==> config.mk <==
export PLATFORM = sky130hd
export DESIGN_NAME = qhb_host_port
export DESIGN_NICKNAME = d
export VERILOG_FILES = /design/src/qhb_pkg.sv /design/src/qhb_reg_mem.sv /design/src/qhb_host_port.sv
export SDC_FILE = /design/constraint.sdc
export NUM_CORES = 1
export LEC_CHECK = 0
export ABC_AREA = 1
export BUFFER_PORTS_ARGS = -buffer_cell sky130_fd_sc_hd__buf_2
export CAP_MARGIN = 20
export CORE_MARGIN = 2
export CORE_UTILIZATION = 37
export DETAILED_ROUTE_END_ITERATION = 10
export PLACE_DENSITY = 0.58
export SLEW_MARGIN = 5
export SYNTH_ARGS = -nofsm -noshare
export SYNTH_HDL_FRONTEND = slang
export SYNTH_HIERARCHICAL = 1
export SYNTH_SLANG_ARGS = --single-unit
==> constraint.sdc <==
create_clock -name clk -period 6.99 [get_ports clk]
set_input_delay 0.699 -clock clk [delete_from_list [all_inputs] [get_ports clk]]
set_output_delay 0.699 -clock clk [all_outputs]
set_load 0.02 [all_outputs]
==> src/qhb_pkg.sv <==
/*
 * qhb_pkg: constants for the quad uart host bus select front end.
 * assumes: one synchronous clock domain; all pins sampled synchronously.
 */
// Function
// high style select means separate strobes, low means direction line.
// the style select has a weak pull-up so an open pin reads high; the code models no pull-up or port default.
// in direction-line style the write strobe pin is a read/write input.
// in direction-line style the reset pin is active low, not active high.
// in direction-line style the read strobe is ignored.
// direction-line style ORs the four interrupts onto one open-source pin.
// three low address bits pick a register in the channel, in both styles.
// dir style: two upper bits pick the channel while common select is low.
// in direction-line style a low common select enables all four channels.
// in separate-strobe style each channel has its own active-low select.
// separate-strobe style: a falling read strobe drives the register out.
// separate-strobe style: a falling write strobe stores the data bus.
// dir style: the upper bits are a binary channel index, zero to three.
package qhb_pkg;

    // ************************************************************
    // sizes
    // ************************************************************
    localparam int QHB_CHANNELS   = 4;
    localparam int QHB_REG_ABITS  = 3;
    localparam int QHB_DATA_BITS  = 8;

    // ************************************************************
    // encodings and reset values
    // ************************************************************
    localparam logic QHB_STYLE_STROBE = 1'b1;
    localparam logic QHB_STYLE_DIRLN  = 1'b0;
    localparam logic QHB_RW_READ      = 1'b1;
    localparam logic [7:0] QHB_REG_RST = 8'h00;

    typedef enum logic [1:0] {
        QHB_IDLE,
        QHB_RD,
        QHB_WR
    } qhb_cyc_t;

endpackage

==> src/qhb_reg_mem.sv <==
/*
 * qhb_reg_mem: per-channel register store, 4 channels x 8 words.
 * assumes: caller gives one-cycle write pulses; read data registered.
 */
`timescale 1ns/100ps
module qhb_reg_mem
    import qhb_pkg::*;
#(
    parameter int CH = QHB_CHANNELS,
    parameter int AW = QHB_REG_ABITS,
    parameter int DW = QHB_DATA_BITS
) (
    // clock and reset
    input  wire logic          clk,
    input  wire logic          rst_n,
    // access
    input  wire logic [1:0]    ch,
    input  wire logic [AW-1:0] addr,
    input  wire logic          we,
    input  wire logic [DW-1:0] wdata,
    output logic      [DW-1:0] rdata
);

    logic [DW-1:0] mem_q [CH*(2**AW)];
    logic [DW-1:0] rdata_q;
    logic [DW-1:0] rdata_d;
    logic [$clog2(CH)+AW-1:0] idx;

    // the channel port is two bits wide, so at most four channels
    if (CH < 2 || CH > 4) begin : g_bad_cfg
        $error("qhb_reg_mem: channel count must be 2 to 4");
    end

    // flat index: channel above register
    assign idx = {ch[$clog2(CH)-1:0], addr};

    // read data always from a register
    always_comb begin
        rdata_d = mem_q[idx];
    end

    // ************************************************************
    // storage
    // ************************************************************
    always_ff @(posedge clk) begin
        if (!rst_n) begin
            rdata_q <= QHB_REG_RST;
            for (int i = 0; i < CH*(2**AW); i++) begin
                mem_q[i] <= QHB_REG_RST;
            end
        end else begin
            rdata_q <= rdata_d;
            if (we) begin
                mem_q[idx] <= wdata;
            end
        end
    end

    assign rdata = rdata_q;

endmodule // qhb_reg_mem

==> src/qhb_host_port.sv <==
/*
 * qhb_host_port: host bus front end of a four-channel uart.
 * assumes: all pins synchronous to clk; the style strap is sampled every
 * cycle; pin-level pull-up of the strap is not modelled, the port has no default.
 */
`timescale 1ns/100ps
module qhb_host_port
    import qhb_pkg::*;
#(
    parameter int CH = QHB_CHANNELS,
    parameter int AW = QHB_REG_ABITS,
    parameter int DW = QHB_DATA_BITS
) (
    // clock and reset
    input  wire logic          clk,
    input  wire logic          rst_n,
    // style strap; no pull-up is modelled, so it must be driven
    input  wire logic          bus_style_sel,
    // host reset pin, polarity set by style
    input  wire logic          host_reset,
    // chip selects: pin0 common/ch0, pins 1..2 idx bits/ch1..ch2, pin3 ch3
    input  wire logic          cs0_n,
    input  wire logic [1:0]    channel_index_bits,
    input  wire logic          cs3_n,
    // register index and strobes
    input  wire logic [AW-1:0] register_index,
    input  wire logic          read_strobe_n,
    input  wire logic          write_strobe_n,
    // data bus split into three signals
    input  wire logic [DW-1:0] data_in,
    output logic      [DW-1:0] data_out,
    output logic               data_oe,
    // channel interrupts from the serial engines
    input  wire logic [CH-1:0] chan_irq,
    // separate-strobe style per-channel interrupts
    output logic      [CH-1:0] irq_chan,
    // direction-line style open-source request
    output logic               irq_out,
    output logic               irq_oe,
    // internal reset request toward the channels
    output logic               chan_reset
);

    // decode and index widths are written for this one shape only
    if (CH != 4 || AW != 3 || DW != 8) begin : g_bad_cfg
        $error("qhb_host_port: only 4 ch, 3 addr bits, 8 data bits");
    end

    // ************************************************************
    // style decode and select
    // ************************************************************
    logic       strobe_style;
    logic       ch_hit;
    logic [1:0] ch_sel;
    logic       rd_lvl;
    logic       wr_lvl;
    logic       hreset;

    assign strobe_style = (bus_style_sel == QHB_STYLE_STROBE);

    // channel decode per style
    always_comb begin
        ch_hit = 1'b0;
        ch_sel = 2'd0;
        if (strobe_style) begin
            // one-hot selects, lowest wins if several low
            if (!cs0_n) begin
                ch_hit = 1'b1;
                ch_sel = 2'd0;
            end else if (!channel_index_bits[0]) begin
                ch_hit = 1'b1;
                ch_sel = 2'd1;
            end else if (!channel_index_bits[1]) begin
                ch_hit = 1'b1;
                ch_sel = 2'd2;
            end else if (!cs3_n) begin
                ch_hit = 1'b1;
                ch_sel = 2'd3;
            end
        end else begin
            ch_hit = !cs0_n;
            ch_sel = channel_index_bits;
        end
    end

    // strobe levels: direction line replaces write, read unused
    always_comb begin
        if (strobe_style) begin
            rd_lvl = ch_hit && !read_strobe_n;
            wr_lvl = ch_hit && !write_strobe_n && read_strobe_n;
            hreset = host_reset;
        end else begin
            rd_lvl = ch_hit && (write_strobe_n == QHB_RW_READ);
            wr_lvl = ch_hit && (write_strobe_n != QHB_RW_READ);
            hreset = !host_reset;
        end
    end

    // ************************************************************
    // access sequencer
    // ************************************************************
    qhb_cyc_t      st_q;
    qhb_cyc_t      st_d;
    logic          we;
    logic [1:0]    ch_q;
    logic [1:0]    ch_d;
    logic [AW-1:0] ra_q;
    logic [AW-1:0] ra_d;
    logic          oe_q;
    logic          oe_d;
    logic [DW-1:0] mem_rdata;

    // one access per strobe edge; a held strobe does not repeat writes
    always_comb begin
        st_d = st_q;
        ch_d = ch_q;
        ra_d = ra_q;
        we   = 1'b0;
        oe_d = 1'b0;
        unique case (st_q)
            QHB_IDLE: begin
                ch_d = ch_sel;
                ra_d = register_index;
                if (rd_lvl) begin
                    st_d = QHB_RD;
                end else if (wr_lvl) begin
                    st_d = QHB_WR;
                    we   = 1'b1;
                end
            end
            QHB_RD: begin
                ch_d = ch_sel;
                ra_d = register_index;
                oe_d = rd_lvl;
                if (!rd_lvl) begin
                    st_d = QHB_IDLE;
                end
            end
            QHB_WR: begin
                if (!wr_lvl) begin
                    st_d = QHB_IDLE;
                end
            end
        endcase
    end

    always_ff @(posedge clk) begin
        if (!rst_n) begin
            st_q <= QHB_IDLE;
            ch_q <= 2'd0;
            ra_q <= '0;
            oe_q <= 1'b0;
        end else begin
            st_q <= st_d;
            ch_q <= ch_d;
            ra_q <= ra_d;
            oe_q <= oe_d;
        end
    end

    // write uses live address so data lands in the same cycle
    qhb_reg_mem #(
        .CH (CH),
        .AW (AW),
        .DW (DW)
    ) u_mem (
        .clk   (clk),
        .rst_n (rst_n),
        .ch    (we ? ch_sel : ch_q),
        .addr  (we ? register_index : ra_q),
        .we    (we),
        .wdata (data_in),
        .rdata (mem_rdata)
    );

    // ************************************************************
    // outputs
    // ************************************************************
    logic [CH-1:0] irqc_q;
    logic [CH-1:0] irqc_d;
    logic          irq_q;
    logic          irq_d;
    logic          rst_q;
    logic          rst_d;

    // interrupt routing: wired or only in direction-line style
    always_comb begin
        irqc_d = strobe_style ? chan_irq : '0;
        irq_d  = !strobe_style && (|chan_irq);
        rst_d  = hreset;
    end

    always_ff @(posedge clk) begin
        if (!rst_n) begin
            irqc_q <= '0;
            irq_q  <= 1'b0;
            rst_q  <= 1'b0;
        end else begin
            irqc_q <= irqc_d;
            irq_q  <= irq_d;
            rst_q  <= rst_d;
        end
    end

    assign data_out   = mem_rdata;
    assign data_oe    = oe_q;
    assign irq_chan   = irqc_q;
    assign irq_out    = irq_q;
    assign irq_oe     = irq_q; // open source: drive only when high
    assign chan_reset = rst_q;

endmodule // qhb_host_port

==> run_results.csv, run 1 <==
group,metric,value,unit
setup_path,required,7.20,ns
timing,totalNegativeSetupSlack,0,ns
global_route,grt-ovfl-total,0,
setup_path,path_cells,"inv_1, ha_1, inv_1, nor2_4, nand2_1, nand2_2, buf_4, inv_2, nor3_4, nand2_2, nand2_1",
setup_path,worst-setup-path-type,"flip-flop to flip-flop",
yosys,synthSimpleGateAreaFrac,32.2,%
yosys,synth-xor-area-share,0.0674,%
timing,period_share,57.1,%
route,drtIter0Drc,827,
placement,dpl-instance-area,13600,sq um
clock_network,post_cts_buffers,0,
clock_network,clock_path_buffers,3,
pwr,powerDensity,318,nW/um^2
clock_network,clock_sinks,278,
timing,finalWorstSetupSlack,3.00,ns
clock_network,hold_buffers,0,
yosys,synthDistinctLibCells,27,
global_route,grt_pass1_vias,9235,
yosys,synth_top_area_share,59.2,%
route,drc,0,
cells_and_area,area_growth,11.3,%
die,core,34500,sq um
cells_and_area,finalInstanceArea,14500,sq um
yosys,synth_compound_area_share,1.03,%
setup_path,cp.arrival,4.20,ns
yosys,synth_flop_cell,"edfxtp_1",
yosys,synth_area_leaders,"edfxtp_1 59%, nand2_1 20%, nor2_1 8.4%",
setup_path,critPathCaptureType,"flip-flop",
yosys,synth_top_cell_by_area,"edfxtp_1",
yosys,synth_commonest_cells,"686 x nand2_1, 292 x nor2_1, 256 x edfxtp_1, 43 x clkbuf_1, 33 x nand2_2",
clock_network,cts_resized,0,
placement,hpwl,20900,um
yosys,synth.area.mux_share,0,%
yosys,postSynthCellCount,1478,
timing,max-slew-margin-rel,32.4,%
timing,tightest_slew,1.01,ns
setup_path,crit_path_start_kind,"flip-flop",
global_route,grtUsageTotal,19.0,%
yosys,synthAdderAreaFrac,0.289,%
yosys,synth_fp_nets,1506,
yosys,synth_edf_count,256,
hold_path,hold_path_class,"input port to flip-flop",
global_route,grt_max_degree,97,
timing,hold_violations,0,
yosys,yosysWarnings,6,
placement,gp_congestion,0.833,
route,drt_pass1_iterations,5,
clock_network,htree_levels,1,
setup_path,slowest_delay,0.84,ns
clock_network,insertion_delay,0.54,ns
clock_network,clk_pin_slew,0.06,ns
cells_and_area,nets,1516,
timing,slew_violations,0,
flow_run,cap_violations,0,
timing,final-setup-viol-count,0,
timing,skew,0.00831,ns
die,ioPinCount,41,
die,fp-row-count,68,
timing,fmax,0.251,GHz
route,ant_nets,0,
status,outcome,"completed",
die,die-width,191,um
timing,rsz0062_at_grt,"false",
pwr,p_leak,6.49,nW
yosys,synth_top_family_by_area,"simple AND/OR/NAND/NOR gates",
pwr,irDropWorstVdd,0.000167,V
yosys,avgSynthCellArea,8.79,sq um
cells_and_area,diodes,0,
setup_path,critPathSlowestCell,"nor3_4",
clock_network,cts_root_buffer,"clkbuf_16",
yosys,synth_async_sr_flop_share,0,%
yosys,yosys_register_bits,278,
yosys,yosys.cell_count.top_type,"nand2_1",
die,dieArea,36600,sq um
cells_and_area,drive_gt1_share,9.48,%
die,initial_utilization,37.6,%
placement,numPortBuffers,40,
timing,final.min_clock_period,3.99,ns
route,wire_per_inst,17.5,um
global_route,antenna_found_initial,0,
route,viasPerCell,4.89,
route,vias,9592,
yosys,ys_seq_area_share,62.5,%
die,die_y,191,um
yosys,synth.cell_area,13000,sq um
global_route,grt_pass1_wl,52800,um
placement,place_ws,2.21,ns
route,wl,34300,um
clock_network,cts_buffers,29,
setup_path,path_max_fanout,75,
clock_network,cts_tree,"yes",
==> cell families (layout without fill, tap and decap cells) <==
family          count (synthesis)  after routing
buf+inv                       115            145
simple gates                 1056           1056
fa+ha+maj                       3              3
xor+xnor                        1              1
flops                         278            278
compound gates                 25             25
==> area by class of cell <==
| type | count | area, sq um |
|---|---|---|
| inverters | 33 | 126 |
| repair buffers | 61 | 370 |
| flip-flops and latches | 278 | 8130 |
| clock buffers | 37 | 756 |
| well taps | 455 | 569 |
| multi-input cells | 1085 | 4380 |
| fillers | 3491 | 20100 |
| clock inverters | 14 | 138 |
==> worst paths after layout <==
kind	from	to	slack, ns	depth (start not counted)
worst max-delay path	st_q[1]$_SDFFE_PN0P_	u_mem/mem_q[2][0]$_SDFFCE_PN0P_	3.00	11
worst min-delay path	chan_irq[0]	irq_chan[0]$_SDFF_PN0_	0.39	3
worst max register to register	st_q[1]$_SDFFE_PN0P_	u_mem/mem_q[2][0]$_SDFFCE_PN0P_	3.00	11
worst min register to register	ra_q[2]$_SDFFE_PN0P_	ra_q[2]$_SDFFE_PN0P_	0.50	2
==> metrics by stage <==
| step | std cells | total power [mW] | util [%] | hold slack [ns] |
|---|---|---|---|---|
| global route | 1963 | 4.83 | 41.9 | 0.382 |
| global placement | 1911 | 3.14 | 39.2 | 0.475 |
| floorplan | 1478 | 2.81 | - | 0.451 |
| finish | 1963 | 4.59 | 41.9 | 0.391 |
| CTS | 1962 | 4.61 | 41.8 | 0.369 |
| detailed placement | 1911 | 3.14 | 39.2 | 0.489 |
==> critical path: cells and delay by family (launching register included) <==
family,cells,cell delay (ns)
simple gates,6,1.84
buf+inv,4,1.27
flops,1,0.31
fa+ha+maj,1,0.19
==> flip-flops by register name, indices dropped and copies added (netlist names) <==
name         flops
chan_reset       1
u_mem/mem_q    256
st_q             2
ch_q             2
data_oe          1
irq_chan         4
ra_q             3
u_mem/rdata      8
irq_oe           1
==> where the power goes <==
group / switching (mW) / total, mW / internal [mW]
combinational: 0.887 / 1.18 / 0.289
sequential: 0.0299 / 1.94 / 1.91
clock: 0.608 / 1.47 / 0.865
==> layer usage <==
metal / part of all wire, % / vias up / GRT usage [%]
met1: 44 / 4550 / 25.3
li1: - / 4723 / -
met3: 5.2 / 50 / 2.06
met5: 0 / - / 0
met4: 2.5 / 0 / 5.27
met2: 49 / 269 / 32.9
==> cell usage in the layout (no fill, tap or decap), types with 4 or more instances in the layout <==
cell,n
nand2_1,684
o21ai_1,6
nand3_1,26
edfxtp_1,256
dfxtp_1,22
a21oi_1,10
o21ai_0,5
clkinv_1,8
buf_4,20
nor3_1,9
clkbuf_1,8
clkbuf_16,29
buf_2,40
inv_1,31
nand2_2,34
nor2_1,292
nor3_4,4
No activity file was read; power rests on OpenSTA's default activity.
==> run 2, diff against run 1 <==
--- a/config.mk
+++ b/config.mk
@@ -11,7 +11,7 @@
 export CORE_MARGIN = 2
 export CORE_UTILIZATION = 37
 export DETAILED_ROUTE_END_ITERATION = 10
-export PLACE_DENSITY = 0.58
+export PLACE_DENSITY = 0.6
 export SLEW_MARGIN = 5
 export SYNTH_ARGS = -nofsm -noshare
 export SYNTH_HDL_FRONTEND = slang
==> constraint.sdc (replaced) <==
create_clock -name clk -period 3.45 [get_ports clk]
set_input_delay 0.345 -clock clk [delete_from_list [all_inputs] [get_ports clk]]
set_output_delay 0.345 -clock clk [all_outputs]
set_load 0.02 [all_outputs]
==> run 2 against run 1 <==
Worst setup slack lost 2.3 ns. Sequential share of layout area shrank 0.31 points. Sequential power grew 100%. Critical path depth is the same. Critical path type unchanged.
==> run_results.csv, run 2 (synthesis gave the netlist of run 1 again) <==
group,metric,value,unit
global_route,grt-ovfl-total,0,
route,wl,34200,um
cells_and_area,final_cell_mix,"684 x nand2_1, 292 x nor2_1, 256 x edfxtp_1, 40 x buf_2, 34 x nand2_2",
die,die-width,191,um
route,ant_nets,0,
route,wl_met1,14900,um
clock_network,clk_pin_slew,0.06,ns
timing,max-slew-margin-rel,29.6,%
setup_path,crit_buf_inv,4,
cells_and_area,area_growth,11.9,%
setup_path,slowest_delay,0.32,ns
pwr,clock_power_share,31.8,%
timing,slew_violations,0,
clock_network,cts_buffers,29,
route,drc,0,
setup_path,critical_path_cell_count,11,
hold_path,hold_path_class,"input port to flip-flop",
global_route,grtUsageTotal,18.9,%
timing,period_share,79.4,%
timing,tightest_slew,1.05,ns
global_route,grt_pass1_wl,52500,um
setup_path,crit_path_start_kind,"flip-flop",
setup_path,path_max_fanout,21,
clock_network,htree_levels,1,
pwr,p_leak,6.54,nW
die,fp-row-count,68,
route,drt_pass1_iterations,6,
global_route,grt_max_degree,89,
cells_and_area,final_core_util,42.1,%
route,drtIter0Drc,795,
timing,skew,0.0134,ns
cells_and_area,final_common_cell,"nand2_1",
die,core,34500,sq um
die,initial_utilization,37.6,%
clock_network,cts_root_buffer,"clkbuf_16",
timing,totalNegativeSetupSlack,0,ns
timing,timing.hold.ws,0.0202,ns
clock_network,insertion_delay,0.55,ns
pwr,p_sw_share,33.7,%
global_route,grt_pass1_vias,9310,
pwr,irDropWorstVdd,0.000345,V
pwr,powerDensity,640,nW/um^2
die,die_y,191,um
placement,numPortBuffers,40,
setup_path,path_cells,"inv_1, ha_1, inv_1, nor2_4, nand2_1, nand2_4, inv_4, nor3_4, buf_4, nand2_2, nand2_1",
flow_run,cap_violations,0,
die,dieArea,36600,sq um
clock_network,clock_sinks,278,
clock_network,post_cts_buffers,0,
placement,hpwl,21600,um
timing,final.min_clock_period,2.74,ns
timing,rsz0062_at_grt,"false",
route,viasPerCell,4.92,
setup_path,cp.arrival,2.95,ns
cells_and_area,regMostFlops,"u_mem/mem_q",
setup_path,rrSetupSlack,0.71,ns
pwr,cellInternalPower,6.18,mW
clock_network,clock_path_buffers,3,
hold_path,hold_depth,3,
cells_and_area,drive_gt1_share,10.5,%
clock_network,cts_tree,"yes",
cells_and_area,largest_reg_flops,256,
global_route,antenna_found_initial,0,
setup_path,ff2ff_path_depth,11,
setup_path,critPathSlowestCell,"dfxtp_1",
setup_path,required,3.66,ns
pwr,seqPwrFrac,42.6,%
cells_and_area,nets,1522,
timing,final-setup-viol-count,0,
cells_and_area,finalInstanceArea,14500,sq um
clock_network,cts_resized,0,
setup_path,crit_family,"simple AND/OR/NAND/NOR gates",
pwr,p_comb_share,25.6,%
timing,fmax,0.365,GHz
clock_network,hold_buffers,0,
route,highest_layer,"met4",
placement,gp_congestion,0.821,
setup_path,worst-setup-path-type,"flip-flop to flip-flop",
cells_and_area,diodes,0,
timing,hold_violations,0,
setup_path,critPathCaptureType,"flip-flop",
pwr,switchingPower,3.14,mW
die,ioPinCount,41,
status,outcome,"completed",
route,vias,9701,
route,met2_length,16300,um
route,routed-wl-met3,2210,um
route,wire_per_inst,17.4,um
placement,dpl-instance-area,13700,sq um
==> run 2: changes by cell type in the layout (fill, tap and decap cells not counted), moves of 3 or more <==
cell,previous run,this run
inv_2,1,4
buf_4,20,23
clkinv_2,2,9
inv_1,31,28
clkbuf_1,8,4
buf_12,1,4
==> run 2: final timing paths <==
check / start / end
setup / recovery: st_q[0]$_SDFFE_PN0P_ / u_mem/mem_q[17][0]$_SDFFCE_PN0P_
hold reg to reg: ra_q[2]$_SDFFE_PN0P_ / ra_q[2]$_SDFFE_PN0P_
hold / removal: chan_irq[2] / irq_chan[2]$_SDFF_PN0_
setup reg to reg: st_q[0]$_SDFFE_PN0P_ / u_mem/mem_q[17][0]$_SDFFCE_PN0P_
==> run 2: worst reg2reg max path: stages, from the launching register on <==
cell and delay (ns):
dfxtp_1 0.32, inv_1 0.10, ha_1 0.21, inv_1 0.12
nor2_4 0.19, nand2_1 0.12, nand2_4 0.28, inv_4 0.11
nor3_4 0.16, buf_4 0.30, nand2_2 0.18, nand2_1 0.32
==> run 2: final cells by class <==
| type | instances | area, sq um |
|---|---|---|
| fillers | 3427 | 20000 |
| clock inverters | 21 | 151 |
| flip-flops and latches | 278 | 8130 |
| repair buffers | 67 | 453 |
| clock buffers | 33 | 741 |
| inverters | 33 | 126 |
| multi-input cells | 1085 | 4380 |
| well taps | 455 | 569 |
==> run 2: per-layer routing <==
layer	vias up	GRT usage (%)
li1	4726	-
met1	4585	25.7
met2	326	31.7
met3	64	2.37
met4	0	5.27
met5	-	0
==> run 2: power by group through the flow <==
stage / clock network [mW] / logic (mW) / registers [mW]
global route: 3.16 / 2.65 / 3.99
CTS: 3.01 / 2.39 / 3.97
floorplan: 0 / 1.64 / 4.05
global placement: 0 / 2.37 / 4.04
detailed placement: 0 / 2.38 / 4.04
finish: 2.96 / 2.38 / 3.97
==> run 2: per-stage QoR <==
stage                     std cells  power, mW  setup WS [ns]
final                          1972       9.31          0.710
after detailed placement       1918       6.42          0.613
after global placement         1918       6.41          0.664
after global routing           1972       9.79          0.458
after floorplan                1478       5.69          0.978
after CTS                      1972       9.37          0.729
==> run 3, diff against run 2 <==
--- a/config.mk
+++ b/config.mk
@@ -5,13 +5,13 @@
 export SDC_FILE = /design/constraint.sdc
 export NUM_CORES = 1
 export LEC_CHECK = 0
-export ABC_AREA = 1
+export ABC_AREA = 0
 export BUFFER_PORTS_ARGS = -buffer_cell sky130_fd_sc_hd__buf_2
 export CAP_MARGIN = 20
 export CORE_MARGIN = 2
 export CORE_UTILIZATION = 37
 export DETAILED_ROUTE_END_ITERATION = 10
-export PLACE_DENSITY = 0.6
+export PLACE_DENSITY = 0.58
 export SLEW_MARGIN = 5
 export SYNTH_ARGS = -nofsm -noshare
 export SYNTH_HDL_FRONTEND = slang
==> constraint.sdc (replaced) <==
create_clock -name clk -period 2.7 [get_ports clk]
set_input_delay 0.27 -clock clk [delete_from_list [all_inputs] [get_ports clk]]
set_output_delay 0.27 -clock clk [all_outputs]
set_load 0.02 [all_outputs]
==> run 3 against run 2 <==
The run now ends with negative setup slack left. Clock power up 37%. Maximum frequency shrank 1.5%. Critical path depth unchanged. Sequential share of layout area is 6.2 points lower. Critical path type unchanged.
==> run_results.csv, run 3 <==
group,metric,value,unit
status,outcome,"finished, violations left",
status,violations,"negative setup slack",
pwr,p_sw_share,26.4,%
yosys,synth_edf_count,256,
cells_and_area,final_cell_mix,"257 x and2_1, 256 x edfxtp_1, 125 x mux2i_1, 98 x buf_4, 47 x o22ai_1",
cells_and_area,finalInstanceArea,16400,sq um
setup_path,critPathSlowestCell,"or4bb_4",
setup_path,cp.arrival,3.25,ns
global_route,grt_pass1_wl,49800,um
route,wl,33300,um
yosys,synth_top_cell_by_area,"edfxtp_1",
yosys,synth_fp_nets,1013,
yosys,yosysWarnings,6,
timing,hold_violations,0,
die,dieArea,36900,sq um
cells_and_area,nets,1135,
placement,dpl-instance-area,14900,sq um
pwr,p_leak,5.98,nW
placement,hpwl,21300,um
pwr,powerDensity,693,nW/um^2
cells_and_area,area_growth,25.0,%
yosys,synth_flop_cell,"edfxtp_1",
timing,rsz0062_at_grt,"true",
route,ant_nets,0,
setup_path,slowest_delay,0.57,ns
placement,numPortBuffers,40,
die,fp-row-count,68,
pwr,clock_power_share,35.8,%
yosys,yosys.cell_count.top_type,"and2_1",
timing,skew,0.0100,ns
cells_and_area,final_common_cell,"and2_1",
yosys,synth_async_sr_flop_share,0,%
route,drt_pass1_iterations,5,
hold_path,hold_path_class,"input port to flip-flop",
timing,tightest_slew,0.766,ns
placement,gp_congestion,0.873,
yosys,synthDistinctLibCells,55,
timing,period_share,103,%
yosys,ys_seq_area_share,62.1,%
setup_path,path_cells,"inv_2, ha_4, nor4b_4, buf_4, mux2_4, buf_12, or4bb_4, buf_4, o22ai_2, nor4_4, a21boi_1",
clock_network,clock_sinks,278,
die,core,34700,sq um
cells_and_area,diodes,0,
global_route,grtUsageTotal,18.2,%
flow_run,cap_violations,0,
clock_network,clk_pin_slew,0.06,ns
clock_network,cts_buffers,30,
timing,max-slew-margin-rel,48.9,%
cells_and_area,drive_gt1_share,27.6,%
clock_network,htree_levels,1,
route,wire_per_inst,21.0,um
timing,final.min_clock_period,2.78,ns
global_route,antenna_found_initial,1,
cells_and_area,nFillCells,3123,
placement,dp_cells,1515,
global_route,grt-ovfl-total,0,
pwr,seqPwrFrac,44.2,%
yosys,synth_area_leaders,"edfxtp_1 59%, and2_1 12%, mux2i_1 9.9%",
setup_path,required,3.17,ns
setup_path,crit_buf_inv,4,
yosys,yosys_register_bits,278,
clock_network,insertion_delay,0.55,ns
timing,fmax,0.360,GHz
cells_and_area,largest_reg_flops,256,
yosys,synth.cell_area,13100,sq um
die,initial_utilization,37.7,%
die,die_y,192,um
pwr,p_comb_share,20.0,%
pwr,cellInternalPower,8.34,mW
die,die-width,192,um
setup_path,path_max_fanout,18,
timing,finalWorstSetupSlack,-0.0814,ns
route,drtIter0Drc,581,
setup_path,crit_path_start_kind,"flip-flop",
route,drc,0,
cells_and_area,finalNonFillerCells,1586,
setup_path,critPathCaptureType,"flip-flop",
yosys,synth_top_area_share,58.7,%
setup_path,crit_family,"simple AND/OR/NAND/NOR gates",
clock_network,cts_root_buffer,"clkbuf_16",
global_route,grt_pass1_vias,8134,
clock_network,cts_tree,"yes",
yosys,postSynthCellCount,985,
pwr,switchingPower,3.00,mW
timing,slew_violations,0,
die,ioPinCount,41,
route,vias,8123,
pwr,irDropWorstVdd,0.000434,V
timing,final-setup-viol-count,11,
clock_network,clock_path_buffers,3,
yosys,avgSynthCellArea,13.3,sq um
setup_path,worst-setup-path-type,"flip-flop to flip-flop",
setup_path,cpMostUsedCell,"buf_4",
global_route,grt_max_degree,41,
cells_and_area,regMostFlops,"u_mem/mem_q",
yosys,synth_commonest_cells,"257 x and2_1, 256 x edfxtp_1, 129 x mux2i_1, 63 x o22ai_1, 37 x clkbuf_1",
route,viasPerCell,5.12,
run 3: power by group through the flow:
stage / logic [mW] / clock network, mW / registers [mW]
floorplan: 1.34 / 0 / 5.10
global placement: 2.03 / 0 / 5.10
detailed placement: 2.05 / 0 / 5.10
CTS: 2.22 / 4.15 / 5.01
global route: 2.40 / 4.31 / 5.02
finish: 2.27 / 4.06 / 5.01
run 3: final timing paths:
kind / startpoint / depth (start not counted) / slack (ns) / end
max: st_q[1]$_SDFFE_PN0P_ / 11 / -0.08 / u_mem/rdata[1]$_SDFF_PN0_
min: host_reset / 3 / 0.04 / chan_reset$_SDFF_PN0_
max reg2reg: st_q[1]$_SDFFE_PN0P_ / 11 / -0.08 / u_mem/rdata[1]$_SDFF_PN0_
min reg2reg: ra_q[2]$_SDFFE_PN0P_ / 2 / 0.46 / ra_q[2]$_SDFFE_PN0P_
run 3: what timing repair did:
action                                  CTS  global route
pin swaps                                 3            10
hold buffers                              7             0
buffers inserted                          2             4
endpoints found under the setup margin   65           259
endpoints found under the hold margin     7             0
gates cloned                              1             1
resized for setup                        42            21
run 3: worst reg2reg max path, delay by kind of cell, from the launching register on:
| kind | cells | cell delay, ns |
|---|---|---|
| compound gates | 2 | 0.37 |
| fa+ha+maj | 1 | 0.13 |
| buf+inv | 4 | 0.63 |
| flops | 1 | 0.33 |
| mux | 1 | 0.32 |
| simple gates | 3 | 0.92 |
run 3: through the flow:
step / utilization [%] / hold WS, ns / setup TNS (ns) / total power [mW] / setup slack (ns)
final: 47.1 / 0.0405 / -0.237 / 11.3 / -0.0814
after global routing: 47.1 / 0.0650 / -8.99 / 11.7 / -0.144
after CTS: 46.7 / 0.0281 / -0.105 / 11.4 / -0.0297
after detailed placement: 42.8 / 0.455 / -30.08 / 7.15 / -0.506
after global placement: 42.8 / 0.461 / -18.40 / 7.13 / -0.494
after floorplan: - / 0.417 / -2.58 / 6.44 / -0.0328
run 3: routing by layer:
layer  share of wire (%)  track usage (%)  wire length, um
met1                  45             24.7            15000
met2                  48             30.1            15900
met3                 4.6             2.76             1530
met4                 2.4             5.64              810
met5                   0                0                0
run 3: area by class of cell:
class | instances | area, sq um | area share (%)
Clock buffer | 45 | 858 | 5.25
Clock inverter | 11 | 123 | 0.750
Inverter | 3 | 11.3 | 0.0688
Multi-Input combinational cell | 628 | 5220 | 31.9
Sequential cell | 278 | 8130 | 49.7
Tap cell | 455 | 569 | 3.48
Timing Repair Buffer | 166 | 1440 | 8.83
run 3: cell families (layout without fill, tap and decap cells):
| logic type | after synthesis | in the layout | share of synthesized area [%] |
|---|---|---|---|
| simple gates | 375 | 375 | 18.4 |
| flops | 278 | 278 | 62.1 |
| xor+xnor | 1 | 1 | 0.0669 |
| buf+inv | 79 | 225 | 3.43 |
| mux | 132 | 132 | 10.1 |
| compound gates | 117 | 117 | 5.58 |
| fa+ha+maj | 3 | 3 | 0.287 |
